### config.mk
export PLATFORM = sky130hd
export DESIGN_NAME = pgr_top
export DESIGN_NICKNAME = d
export VERILOG_FILES = /design/src/logic/pgr_pkg.sv /design/src/logic/pgr_unit.sv /design/src/logic/pgr_top.sv
export SDC_FILE = /design/constraint.sdc
export NUM_CORES = 1
export LEC_CHECK = 0
export BUFFER_PORTS_ARGS = -buffer_cell sky130_fd_sc_hd__buf_2
export CORE_UTILIZATION = 30
export CTS_BUF_LIST = sky130_fd_sc_hd__clkbuf_8 sky130_fd_sc_hd__clkbuf_16
export CTS_CLUSTER_SIZE = 16
export DETAILED_ROUTE_END_ITERATION = 10
export GPL_ROUTABILITY_DRIVEN = 0
export PLACE_DENSITY_LB_ADDON = 0.08
export SLEW_MARGIN = 20
export SYNTH_ARGS = -nofsm -noshare
export SYNTH_HDL_FRONTEND = slang
export SYNTH_SLANG_ARGS = --single-unit
export TNS_END_PERCENT = 1
### constraint.sdc
create_clock -name i_clk -period 2.6 [get_ports i_clk]
set_input_delay 0.13 -clock i_clk [delete_from_list [all_inputs] [get_ports i_clk]]
set_output_delay 0.13 -clock i_clk [all_outputs]
set_load 0.01 [all_outputs]
### src/logic/pgr_pkg.sv
// Package of constants for the peripheral gating and reset controller.
package pgr_pkg;
    localparam int PGR_NUM_UNITS = 40;
    localparam int PGR_SEL_W = 6;
    localparam int PGR_ENABLE_DELAY = 5;
    localparam int PGR_RESET_PULSE = 4;
    localparam int PGR_CNT_W = 4;
    localparam logic [PGR_CNT_W-1:0] PGR_CNT_ZERO = 4'h0;
    localparam logic [PGR_CNT_W-1:0] PGR_CNT_ONE = 4'h1;
    localparam logic [63:0] PGR_PRESENT_DEFAULT = 64'h0000_00FF_FFFF_FFFF;
    typedef enum logic [1:0] {
        PGR_OFF,
        PGR_WAKING,
        PGR_ON
    } pgr_state_t;
endpackage : pgr_pkg

### src/logic/pgr_unit.sv
// One peripheral's run enable, sleep gating, enable delay and reset pulse.
`timescale 1ns/1ns
`default_nettype none
module pgr_unit
    import pgr_pkg::*;
(
    input wire logic i_clk,
    input wire logic i_srst,
    input wire logic i_present,
    input wire logic i_en_req,
    input wire logic i_dis_req,
    input wire logic i_rst_req,
    input wire logic i_slp_keep_req,
    input wire logic i_slp_stop_req,
    input wire logic i_sleeping,
    input wire logic i_gate_en,
    input wire logic i_access,
    output logic o_clk_en,
    output logic o_unit_rst,
    output logic o_ready,
    output logic o_fault,
    output logic o_run_en,
    output logic o_slp_en
);
    pgr_state_t state_q;
    logic [PGR_CNT_W-1:0] dly_q;
    logic [PGR_CNT_W-1:0] rst_cnt_q;

    // ************************************************************
    // Run enable with its enable delay.
    // ************************************************************
    always_ff @(posedge i_clk)
    begin
        if (i_srst)
        begin
            state_q <= PGR_OFF;
            dly_q <= PGR_CNT_ZERO;
        end
        else
        begin
            // The countdown runs on its own once started, so the selector may move on to another unit.
            case (state_q)
                PGR_OFF:
                begin
                    if (i_en_req && i_present)
                    begin
                        state_q <= PGR_WAKING;
                        dly_q <= PGR_CNT_W'(PGR_ENABLE_DELAY - 1);
                    end
                end
                PGR_WAKING:
                begin
                    if (i_dis_req && i_present)
                        state_q <= PGR_OFF;
                    else if (dly_q == PGR_CNT_ONE)
                        state_q <= PGR_ON;
                    dly_q <= dly_q - PGR_CNT_ONE;
                end
                PGR_ON:
                begin
                    if (i_dis_req && i_present)
                        state_q <= PGR_OFF;
                end
                default:
                    state_q <= PGR_OFF;
            endcase
        end
    end

    // ************************************************************
    // Sleep setting, kept stored regardless of the global gate.
    // ************************************************************
    always_ff @(posedge i_clk)
    begin
        if (i_srst)
            o_slp_en <= 1'b0;
        else if (i_slp_keep_req && i_present)
            o_slp_en <= 1'b1;
        else if (i_slp_stop_req && i_present)
            o_slp_en <= 1'b0;
    end

    // Gating stops the clock only; register state is untouched, so the unit resumes where it was.
    always_ff @(posedge i_clk)
    begin
        if (i_srst)
        begin
            o_clk_en <= 1'b0;
            o_run_en <= 1'b0;
            o_ready <= 1'b0;
        end
        else
        begin
            o_run_en <= (state_q == PGR_ON);
            o_ready <= (state_q == PGR_ON);
            o_clk_en <= (state_q == PGR_ON) && (!(i_sleeping && i_gate_en) || o_slp_en);
        end
    end

    // Accesses outside the fully enabled state end in a fault.
    always_ff @(posedge i_clk)
    begin
        if (i_srst)
            o_fault <= 1'b0;
        else
            o_fault <= i_access && (state_q != PGR_ON);
    end

    // ************************************************************
    // Software reset pulse; the enable state is not touched.
    // ************************************************************
    always_ff @(posedge i_clk)
    begin
        if (i_srst)
            rst_cnt_q <= PGR_CNT_ZERO;
        else if (i_rst_req && i_present)
            rst_cnt_q <= PGR_CNT_W'(PGR_RESET_PULSE);
        else if (rst_cnt_q != PGR_CNT_ZERO)
            rst_cnt_q <= rst_cnt_q - PGR_CNT_ONE;
    end

    always_ff @(posedge i_clk)
    begin
        if (i_srst)
            o_unit_rst <= 1'b1;
        else
            o_unit_rst <= (rst_cnt_q != PGR_CNT_ZERO) || (i_rst_req && i_present);
    end

    a_enable_delay: assert property (@(posedge i_clk) disable iff (i_srst)
        (state_q == PGR_OFF && i_en_req && i_present && !i_dis_req) |->
        (!o_run_en && !o_ready) [*6] ##1 (o_run_en || $past(i_dis_req, 4) || $past(i_dis_req, 3) || $past(i_dis_req, 2)
        || $past(i_dis_req, 1) || $past(i_dis_req, 5) || $past(i_srst)))
        else $error("enable did not complete after five cycles");
    a_early_fault: assert property (@(posedge i_clk) disable iff (i_srst)
        (state_q == PGR_WAKING && i_access) |=> o_fault)
        else $error("access during enable delay did not fault");
    a_disabled_quiet: assert property (@(posedge i_clk) disable iff (i_srst)
        !o_run_en |-> !o_clk_en && !o_ready)
        else $error("disabled unit is clocked or answering");
    a_reset_pulse: assert property (@(posedge i_clk) disable iff (i_srst)
        (i_rst_req && i_present) |=> o_unit_rst [*5] ##1 (!o_unit_rst || $past(i_rst_req)))
        else $error("reset pulse wrong length");
    a_reset_keeps_en: assert property (@(posedge i_clk) disable iff (i_srst)
        (i_rst_req && !i_en_req && !i_dis_req) |=> $stable(state_q) || $past(state_q) == PGR_WAKING)
        else $error("reset changed enable state");
    a_sleep_gate: assert property (@(posedge i_clk) disable iff (i_srst)
        (i_sleeping && i_gate_en && !o_slp_en) |=> !o_clk_en)
        else $error("unit clocked while gated in sleep");
    a_no_gate: assert property (@(posedge i_clk) disable iff (i_srst)
        (!i_gate_en && state_q == PGR_ON) |=> o_clk_en)
        else $error("ungated unit stopped");
    a_absent_ignored: assert property (@(posedge i_clk) disable iff (i_srst)
        (!i_present && state_q != PGR_WAKING && rst_cnt_q == PGR_CNT_ZERO && !o_unit_rst) |=>
        $stable(state_q) && $stable(o_slp_en) && !o_unit_rst)
        else $error("absent unit reacted");
endmodule : pgr_unit
`default_nettype wire

### src/logic/pgr_top.sv
// Top of the peripheral gating and reset controller.
`timescale 1ns/1ns
`default_nettype none
module pgr_top
    import pgr_pkg::*;
#(
    parameter int NUM_UNITS = PGR_NUM_UNITS,
    parameter logic [63:0] PRESENT_MASK = PGR_PRESENT_DEFAULT
)
(
    input wire logic i_clk,
    input wire logic i_srst,
    input wire logic [PGR_SEL_W-1:0] i_unit_selector,
    input wire logic i_run_enable_request,
    input wire logic i_run_disable_request,
    input wire logic i_unit_soft_reset_request,
    input wire logic i_unit_presence_query,
    input wire logic i_sleep_stop_request,
    input wire logic i_sleep_keep_running_request,
    input wire logic i_global_sleep_gating_enable,
    input wire logic i_sleeping,
    input wire logic [NUM_UNITS-1:0] i_unit_access,
    output logic o_presence_valid,
    output logic o_presence,
    output logic [NUM_UNITS-1:0] o_unit_clk_en,
    output logic [NUM_UNITS-1:0] o_unit_rst,
    output logic [NUM_UNITS-1:0] o_unit_ready,
    output logic [NUM_UNITS-1:0] o_unit_fault,
    output logic [NUM_UNITS-1:0] o_run_en,
    output logic [NUM_UNITS-1:0] o_sleep_en,
    output logic o_wake
);
    initial
    begin
        if (NUM_UNITS < 1 || NUM_UNITS > (1 << PGR_SEL_W) || NUM_UNITS > 64)
            $error("NUM_UNITS out of range");
    end

    // ************************************************************
    // Request decode, one unit at a time.
    // ************************************************************
    logic [NUM_UNITS-1:0] sel_hit;
    logic gate_q;
    logic [NUM_UNITS-1:0] run_keep;

    always_ff @(posedge i_clk)
    begin
        if (i_srst)
            gate_q <= 1'b0;
        else
            gate_q <= i_global_sleep_gating_enable;
    end

    genvar g;
    generate
        for (g = 0; g < NUM_UNITS; g++)
        begin : g_unit
            assign sel_hit[g] = (i_unit_selector == PGR_SEL_W'(g));
            assign run_keep[g] = o_run_en[g] && o_sleep_en[g];
            pgr_unit u_unit (
                .i_clk(i_clk),
                .i_srst(i_srst),
                .i_present(PRESENT_MASK[g] && sel_hit[g]),
                .i_en_req(i_run_enable_request),
                .i_dis_req(i_run_disable_request),
                .i_rst_req(i_unit_soft_reset_request),
                .i_slp_keep_req(i_sleep_keep_running_request),
                .i_slp_stop_req(i_sleep_stop_request),
                .i_sleeping(i_sleeping),
                .i_gate_en(gate_q),
                .i_access(i_unit_access[g]),
                .o_clk_en(o_unit_clk_en[g]),
                .o_unit_rst(o_unit_rst[g]),
                .o_ready(o_unit_ready[g]),
                .o_fault(o_unit_fault[g]),
                .o_run_en(o_run_en[g]),
                .o_slp_en(o_sleep_en[g])
            );
        end
    endgenerate

    // ************************************************************
    // Presence answer and wake path.
    // ************************************************************
    always_ff @(posedge i_clk)
    begin
        if (i_srst)
        begin
            o_presence_valid <= 1'b0;
            o_presence <= 1'b0;
        end
        else
        begin
            o_presence_valid <= i_unit_presence_query;
            o_presence <= i_unit_presence_query && (32'(i_unit_selector) < NUM_UNITS)
                && PRESENT_MASK[i_unit_selector];
        end
    end

    // Only units that keep running in sleep may raise a wake; the unit's own event is not seen here.
    always_ff @(posedge i_clk)
    begin
        if (i_srst)
            o_wake <= 1'b0;
        else
            o_wake <= i_sleeping && |(run_keep & i_unit_access);
    end

    a_presence_ans: assert property (@(posedge i_clk) disable iff (i_srst)
        i_unit_presence_query |=> o_presence_valid && (o_presence == ((32'($past(i_unit_selector)) < NUM_UNITS)
        && PRESENT_MASK[$past(i_unit_selector)])))
        else $error("presence answer wrong");
    a_start_off: assert property (@(posedge i_clk)
        $past(i_srst) |-> o_run_en == '0)
        else $error("unit enabled out of reset");
endmodule : pgr_top
`default_nettype wire

== Word level (Yosys, flattened, before mapping) ==
Memory sizes are Yosys's and may differ from the RTL's.
Cells that the tools add are included.
Cells by class
  $add $sub $neg: 80
  magnitude comparators: 2
  equal/unequal tests: 319
  muxes and demuxes: 441
  bitwise operators: 1
  reduce and logical (&&, ||, !) cells: 727
Operators by type and width (number)
  logical AND 1 bit: 324
  2-to-1 mux 2 bit: 160
  case mux 4 bit (2 select lines): 40
  subtractor 4 x 1 -> 4 bit, second input constant: 80
  2-to-1 mux 3 bit: 80
  case mux 2 bit (3 select lines): 40
  nonzero test 2 bit: 120
  equality test 4 x 1 -> 1 bit, second input constant: 40
  2-to-1 mux 4 bit: 40
  inequality test 2 x 1 -> 1 bit, second input constant: 80
  nonzero test 4 bit: 40
  inequality test 3 x 1 -> 1 bit, second input constant: 40
  AND reduction 3 bit: 40
  equality test 6 x 5 -> 1 bit, second input constant: 16
  2-to-1 mux 1 bit: 81
  equality test 2 x 1 -> 1 bit, second input constant: 40
  equality test 2 bit, second input constant: 40
  zero test 2 bit: 40
  logical OR 1 bit: 80
  inequality test 2 bit, second input constant: 40
  AND reduction 2 bit: 40
  OR reduction 2 bit: 40
  equality test 6 x 4 -> 1 bit, second input constant: 8
  equality test 6 bit, second input constant: 8
  9 further kinds: 13
Storage, ports and cells
  register bits after elaboration: 604
  bits in read-only memories: 64
  input bits: 56
  output and inout port bits: 243
  word-level logic and storage cells: 1935
  memories: 1
Memory list
  (no name shown): words 64, width 1, read ports 1, clocked after Yosys merged registers in 0, wr ports 0, line pgr_top.sv:96  | && PRESENT_MASK[i_unit_selector];

== Longest topological paths before layout ==
Gate-level depths: netlist of run 1.
  word-level depth: 4
  mapped depth: 8
  depth with buffers taken out: 6

== Hierarchy ==
From an unflattened synthesis of run 1, not the netlist that was laid out.
Unflattened totals
  cells, all modules: 3010
  area total of the unflattened synthesis: 27340.0 um^2
Modules (own cells, without submodules)
  pgr_unit: instances 40, cells an instance 72, area each 665.6 um^2, seq. area each 300.3 um^2
  pgr_top: instances 1, cells an instance 130, area each 714.4 um^2, seq. area each 80.1 um^2

== Worst setup path after synthesis of run 1 ==
Ideal clock, no wire load.
  path type: input port to flip-flop
  start: input i_unit_selector[4]
  end: register g_unit[7].u_unit.dly_q[3]
  library setup time: 0.128 ns
  arrival time: 1.363 ns
  required time: 2.472 ns
  path slack: 1.109 ns
  cell stages on the path: 7
  path buffers: 2
  cell sequence: buf_6 -> buf_8 -> nor4bb_4 -> a31oi_1 -> or2_2 -> a22oi_1 -> nor2_1
On the way
  cells in the longest elaborated chain, start to end: 4
RTL lines
  from (decl): line pgr_top.sv:13  | input wire logic [PGR_SEL_W-1:0] i_unit_selector,
  equality test 6 x 3 -> 1 bit: line pgr_top.sv:58  | assign sel_hit[g] = (i_unit_selector == PGR_SEL_W'(g));
  logical AND 1 bit: line pgr_unit.sv:45  | if (i_en_req && i_present)
  inequality test 2 x 1 -> 1 bit (no line)
  AND reduction 2 bit (no line)
  to (signal assigned): line pgr_unit.sv:48  | dly_q <= PGR_CNT_W'(PGR_ENABLE_DELAY - 1);
  to (signal assigned): line pgr_unit.sv:57  | dly_q <= dly_q - PGR_CNT_ONE;
  to (decl): line pgr_unit.sv:26  | logic [PGR_CNT_W-1:0] dly_q;
Every way passes these cells.
A chain may end at the register's enable or synchronous reset.

== Worst setup path in the final report of run 1 ==
  start: register g_unit[27].u_unit.o_slp_en
  end: register o_wake
On the way
  cells in the longest elaborated chain, start to end: 4
RTL lines
  from (decl): line pgr_unit.sv:23  | output logic o_slp_en
  from (signal assigned): line pgr_unit.sv:76  | o_slp_en <= 1'b0;
  from (signal assigned): line pgr_unit.sv:78  | o_slp_en <= 1'b1;
  from (signal assigned): line pgr_unit.sv:80  | o_slp_en <= 1'b0;
  logical AND 1 bit: line pgr_top.sv:59  | assign run_keep[g] = o_run_en[g] && o_sleep_en[g];
  AND 40 bit: line pgr_top.sv:106  | o_wake <= i_sleeping && |(run_keep & i_unit_access);
  OR reduction 40 bit: line pgr_top.sv:106
  logical AND 1 bit: line pgr_top.sv:106
  to (signal assigned): line pgr_top.sv:106
  to (decl): line pgr_top.sv:31  | output logic o_wake
Every way passes these cells.

==> run metrics, run 1 <==
status=finished clean; YS warnings=0; Yosys cell types=58; leakage power=~0.013 uW; nets=between 3000 and 4000; initial detailed-routing violation count=1270; DR vias/cell=4.808; largest fanout on the critical path=4; CP delay by family, top=simple AND/OR/NAND/NOR gates; Residual DRC=0; fin worst setup slack=0.3485 ns; Cells after Synth=3291; syn_nets=~3500; Total Wirelength=about 83000 um; ys async rst share=0%; Hold WC Path Type=input port to flop; Worst-path clk slew=0.06 ns; Setup violations, final=0; core area=0.09347 mm^2; CP Capture Type=flop; Clock Path Buffers=3; total gr overflow=0; Final Util=between 30% and 40%; Worst R2R Setup Slack=0.35 ns; Synth top area share=42.64%; clk sinks=604; syn avg cell area=roughly 8.6 um^2; sequential-to-total area share from yosys stat=42.64%; drt pass-1 iters=5; Ports=299; Most used DFF post-synth=dfxtp_1; initial antenna violation count=5; top cells by area, synth=dfxtp_1 (43%), nor2_1 (6.8%), buf_4 (6.5%); VDD IR max=0.0004595 V; synthesis-to-finish area growth=15.90%; Max-Cap Viols=0; Vias=22770; All-Layer GR Usage=17.10%; PwrDens=873.5 mW/mm^2; critical path startpoint category=flop; Slew HR=~51%; Netlist Area Pre-Place=0.02836 mm^2; Slowest-stage cell, CP=a31oi_2; DP Worst Slack=-0.1465 ns; minimum clock period after layout=2.252 ns; Die ar.=0.09576 mm^2; Worst-Skew Late Latency=approximately 0.63 ns; number of CTS-inserted buffers=76; Avg WL per Cell=17.56 um; Worst Clk Skew=approximately 0.025 ns; Post-synth EDFFs=0; Setup CP Type=flop to flop; vias in the first global route=21390; leading area contributor after synthesis=dfxtp_1; Worst-Margin Slew=between 0.7 and 0.8 ns; f_max=0.4441 GHz; row cnt=112; Die Ht=309.4 um; postcts setup bufs=0; Worst EP arrival=2.74 ns; Crit path buffers/inverters=0; htree depth=3; share of layout cells above drive strength 1=between 15 and 20%; Root Buffer=clkbuf_16; period utilization=between 80 and 90%; first-pass GRT wire length=~130000 um; final count of pins violating max slew=0; FF+latch count, synth=604; CP peak stage delay=0.50 ns; IO Port Bufs=298; Die W=roughly 310 um; worst path required time=3.09 ns; CP cell instances=and3_1 -> a31oi_2 -> nand4_1 -> nor4_1 -> a21oi_1; TritonCTS clock tree=yes; DP HPWL=approximately 60000 um; Hold Fails Final Rpt=0; starting density of the core=30.34%; unrepaired setup endpoints after global routing=false; largest net degree at the start of global routing=85; Routed Antenna Nets=0
-- where the power goes --
group	switching, uW	leakage, uW	internal, uW
Sequential	984	0.00492	10600
Combinational	3300	0.00687	2720
Clock	4200	0.00138	6940
Total	8490	0.0132	20200
-- layout by cell type (no fill, tap or decap), drive strengths merged, types with 107 or more instances in the layout --
cell / netlist / final
nor3: 110 / 110
ha: 120 / 120
nor2b: 107 / 107
a211oi: 128 / 128
a21oi: 177 / 177
nand2: 151 / 151
dfxtp: 604 / 604
buf: 268 / 359
inv: 190 / 207
nor2: 528 / 528
-- metrics by stage --
step	instance area, um^2	instances	total power (uW)	hold WS (ns)	TNS, ns
final	32870	4737	28710	0.08644	0
after global routing	32860	4736	30570	0.07707	0
after CTS	32860	4736	29210	0.04192	0
after detailed placement	29740	4552	17740	0.3595	-0.1465
after global placement	29740	4552	17530	0.3444	-0.09760
after floorplan	28360	3291	16560	0.2582	0
-- flip-flops by register name, indices dropped and copies added, names as in the netlist --
signal / cells
g_unit.u_unit.rst_cnt_q: 160
g_unit.u_unit.o_ready: 40
o_presence_valid: 1
o_presence: 1
g_unit.u_unit.state_q: 80
g_unit.u_unit.o_unit_rst: 40
g_unit.u_unit.o_fault: 40
o_wake: 1
g_unit.u_unit.o_clk_en: 40
g_unit.u_unit.dly_q: 160
g_unit.u_unit.o_slp_en: 40
gate_q: 1
-- cell usage after synthesis, types with 42 or more instances --
cell      number
o21ai_0       60
nand2_1      150
ha_1         120
nand2b_1      53
nor3_1       110
nand3_1       52
nor2_1       510
nor3b_1       42
a31oi_1       85
a21oi_1      176
a21o_1        52
a22oi_1       93
inv_1        190
clkbuf_1      84
a211oi_1     127
nor2b_1      107
xnor2_1       42
o21a_1        43
dfxtp_1      604
or3_1         52
buf_4        245
-- per-layer routing --
metal	routed length (um)	up-vias	GRT usage, %
met5	71	-	0
met4	1662	10	5.112
met3	3979	108	2.985
met2	36870	482	27.16
met1	40590	10860	23.51
li1	-	11320	-
-- what timing repair did --
action,in CTS,in global routing
hold buffers,46,0
setup endpoints to repair,1,0
endpoints found under the hold margin,83,0
resized for setup,1,0
-- worst register-to-register path: stages, from the launching register on --
cell	delay (ns)
dfxtp_1	0.35
and3_1	0.33
a31oi_2	0.51
nand4_1	0.35
nor4_1	0.48
a21oi_1	0.11
-- layout make-up --
class                           count  area (um^2)
Timing Repair Buffer              405         2540
Fill cell                        9604        60600
Sequential cell                   604        12090
Tap cell                         1254         1569
Inverter                          190        713.2
Multi-Input combinational cell   2145        13300
Clock inverter                     43        455.4
Clock buffer                       95         2197
Antenna cell                        1        2.502
-- final timing paths --
kind                                        startpoint                                   endpoint  cells after the start
max reg2reg    g_unit[27].u_unit.o_slp_en$_SDFFE_PP0P_                          o_wake$_SDFF_PP0_                      5
max            g_unit[27].u_unit.o_slp_en$_SDFFE_PP0P_                          o_wake$_SDFF_PP0_                      5
min                               i_sleep_stop_request    g_unit[21].u_unit.o_slp_en$_SDFFE_PP0P_                      4
min reg2reg  g_unit[13].u_unit.state_q[1]$_SDFFE_PP0P_  g_unit[13].u_unit.state_q[0]$_SDFFE_PP0P_                      1
-- cells by family after synthesis --
family                     share of synthesized area [%]
DFF                                                42.64
and+or+nand+nor                                    21.83
xor gates and xnor gates                           2.100
AOI/OAI and AO/OA                                  15.59
muxes                                              1.977
buffers and inverters                              10.57
adders and majority gates                          5.295
Power figures use the tool's default switching activity.
==> inputs of run 2 (changes only) <==
Settings changed: REMOVE_ABC_BUFFERS set to 1.
==> run 2 against run 1 <==
Count of clock-buffer cells in the layout rose by 1; sequential share of layout area up 0.25 points; via count decreased by 1.2%; cell count is 0.32% lower; critical path depth unchanged; sequential power hardly changed; worst hold slack improved by 0.013 ns; clock skew decreased by 0.0025 ns; final area is 0.67% lower; maximum frequency up 8.6%; global-route usage shrank 0.79 points; critical endpoint unchanged; largest power group unchanged.
==> run metrics, run 2 (same netlist as run 1, synthesis figures left out) <==
final count of pins violating max slew=0 (unchanged); Worst R2R Setup Slack=0.53 ns (was 0.35 ns); Psw=8402 uW (was 8487 uW); largest fanout on the critical path=4 (unchanged); Die Ht=309.4 um (unchanged); R2R Path Start=g_unit[39].u_unit.o_slp_en$_SDFFE_PP0P_ (was g_unit[27].u_unit.o_slp_en$_SDFFE_PP0P_); PwrDens=861.0 mW/mm^2 (was 873.5 mW/mm^2); vias in the first global route=21340 (was 21390); R2R cell count=5 (unchanged); RR Endpoint=o_wake$_SDFF_PP0_ (unchanged); VDD IR max=0.0004110 V (was 0.0004595 V); worst path required time=3.09 ns (about the same); drt pass-1 iters=7 (was 5); Hold EP=g_unit[12].u_unit.state_q[1]$_SDFFE_PP0P_ (was g_unit[21].u_unit.o_slp_en$_SDFFE_PP0P_); largest net degree at the start of global routing=67 (was 85); DP Worst Slack=0.3151 ns (was -0.1465 ns); switching share of power=29.89% (was 29.56%); Die ar.=0.09576 mm^2 (unchanged); Setup violations, final=0 (unchanged); commonest non-fill, non-tap cell in the layout=dfxtp_1 (unchanged); Vias=22490 (was 22770); clock network power share=37.6% (was 38.8%); row cnt=112 (unchanged); setup total negative slack=0 ns (unchanged); Root Buffer=clkbuf_16 (unchanged); All-Layer GR Usage=16.30% (was 17.10%); unrepaired setup endpoints after global routing=false (unchanged); Avg WL per Cell=16.80 um (was 17.56 um); fin worst setup slack=0.5268 ns (was 0.3485 ns); Setup CP Type=flop to flop (unchanged); CP Capture Type=flop (unchanged); minimum clock period after layout=2.073 ns (was 2.252 ns); starting density of the core=30.34% (unchanged); initial antenna violation count=10 (was 5); synthesis-to-finish area growth=15.13% (was 15.90%); most used cells in the layout excluding fill and tap cells=dfxtp_1 (604), nor2_1 (509), buf_2 (294) (was dfxtp_1 (604), nor2_1 (510), buf_2 (294)); number of CTS-inserted buffers=75 (was 76); Worst Clk Skew=0.02238 ns (was 0.02487 ns); Worst-path clk slew=0.06 ns (about the same); Power Internal=19710 uW (was 20220 uW); Slew HR=49.17% (was 50.80%); htree depth=3 (unchanged); Seq pwr share=40.9% (was 40.2%); Routed Antenna Nets=0 (unchanged); Ports=299 (unchanged); Die W=309.4 um (unchanged); IO Port Bufs=298 (unchanged); leakage power=0.01304 uW (was 0.01317 uW); area of the multi-input gates=0.01329 mm^2 (was 0.01330 mm^2); Residual DRC=0 (unchanged); Hold Path Depth=2 (was 4); ant diodes=0 (was 1); Clock Path Buffers=3 (unchanged); period utilization=79.74% (was 86.60%); Worst-Margin Slew=0.7624 ns (was 0.7365 ns); initial detailed-routing violation count=1104 (was 1270); core area=0.09347 mm^2 (unchanged); Seq. cell area=0.01209 mm^2 (unchanged); f_max=0.4823 GHz (was 0.4441 GHz); nets=3588 (was 3598); first-pass GRT wire length=121100 um (was 125600 um); share of layout cells above drive strength 1=16.32% (was 16.54%); Max-Cap Viols=0 (unchanged); clk sinks=604 (unchanged); TritonCTS clock tree=yes (unchanged); Hold Startpoint=i_run_disable_request (was i_sleep_stop_request); Combinational Power Share=21.5% (was 21.0%); Total Wirelength=79310 um (was 83170 um); Cells after DPL=4544 (was 4552); status=finished clean (unchanged); total gr overflow=0 (unchanged); Worst EP arrival=2.57 ns (was 2.74 ns); DR vias/cell=4.763 (was 4.808); Final Power=28110 uW (was 28710 uW); biggest regs=g_unit.u_unit.dly_q x160, g_unit.u_unit.rst_cnt_q x160, g_unit.u_unit.state_q x80 (unchanged); Worst-Skew Late Latency=0.62 ns (was 0.63 ns); Hold Fails Final Rpt=0 (unchanged); critical path startpoint category=flop (unchanged); Fill cells=9565 (was 9604); post-route insts no fill=4722 (was 4737); Hold WC Path Type=input port to flop (unchanged); DP HPWL=56010 um (was 60470 um)
==> run 2: what timing repair did <==
action / 4_1_cts / 5_1_grt
hold buffers: 45 / 0
hold endpoints to repair: 63 / 0
setup buffers: 0 / 0
resized for setup: 0 / 0
==> run 2: power by group through the flow <==
stage / logic [uW] / clock network (uW) / registers, uW
2_1_floorplan: 4360 / 0 / 11600
3_3_place_gp: 5810 / 0 / 11600
3_5_place_dp: 6040 / 0 / 11700
4_1_cts: 6140 / 11000 / 11500
5_1_grt: 6980 / 11400 / 11700
6_report: 6050 / 10600 / 11500
==> run 2: final cells by class <==
class                           count  share of cell area, %
Inverter                          190                  2.185
Tap cell                         1254                  4.806
Sequential cell                   604                  37.04
Clock inverter                     37                 0.8547
Multi-Input combinational cell   2145                  40.71
Timing Repair Buffer              396                  7.566
Clock buffer                       96                  6.841
==> run 2: critical path, stage by stage (launching register included) <==
cell and delay (ns):
dfxtp_1 0.36, and3_1 0.21, a31oi_1 0.45, nand3_1 0.47
nor4_1 0.37, a21oi_1 0.11
==> run 2: worst max-delay path by stage <==
stage	startpoint	end	slack [ns]
6_report	g_unit[39].u_unit.o_slp_en$_SDFFE_PP0P_	o_wake$_SDFF_PP0_	0.53
5_1_grt	g_unit[39].u_unit.o_slp_en$_SDFFE_PP0P_	o_wake$_SDFF_PP0_	0.27
4_1_cts	g_unit[39].u_unit.o_slp_en$_SDFFE_PP0P_	o_wake$_SDFF_PP0_	0.31
3_5_place_dp	g_unit[39].u_unit.o_slp_en$_SDFFE_PP0P_	o_wake$_SDFF_PP0_	0.32
3_3_place_gp	g_unit[39].u_unit.o_slp_en$_SDFFE_PP0P_	o_wake$_SDFF_PP0_	0.28
2_1_floorplan	i_unit_selector[1]	g_unit[18].u_unit.dly_q[2]$_SDFFE_PP0P_	1.08
==> run 2: routing by layer <==
layer | vias up | GRT usage, % | share of wire [%] | routed length, um
li1 | 11300 | - | - | -
met1 | 10590 | 21.65 | 47 | 37250
met2 | 430 | 25.40 | 44 | 34940
met5 | - | 0 | 0.087 | 69
met4 | 12 | 6.965 | 3.8 | 3040
met3 | 156 | 3.484 | 5.0 | 4001
==> run 2: metrics by stage <==
stage               hold WS (ns)  util (%)  area, um^2
floorplan                 0.1946         -       26070
global placement          0.3482     31.76       29680
detailed placement        0.3444     31.76       29680
CTS                      0.05779     34.93       32650
global route             0.08840     34.93       32650
finish                   0.09947     34.93       32650
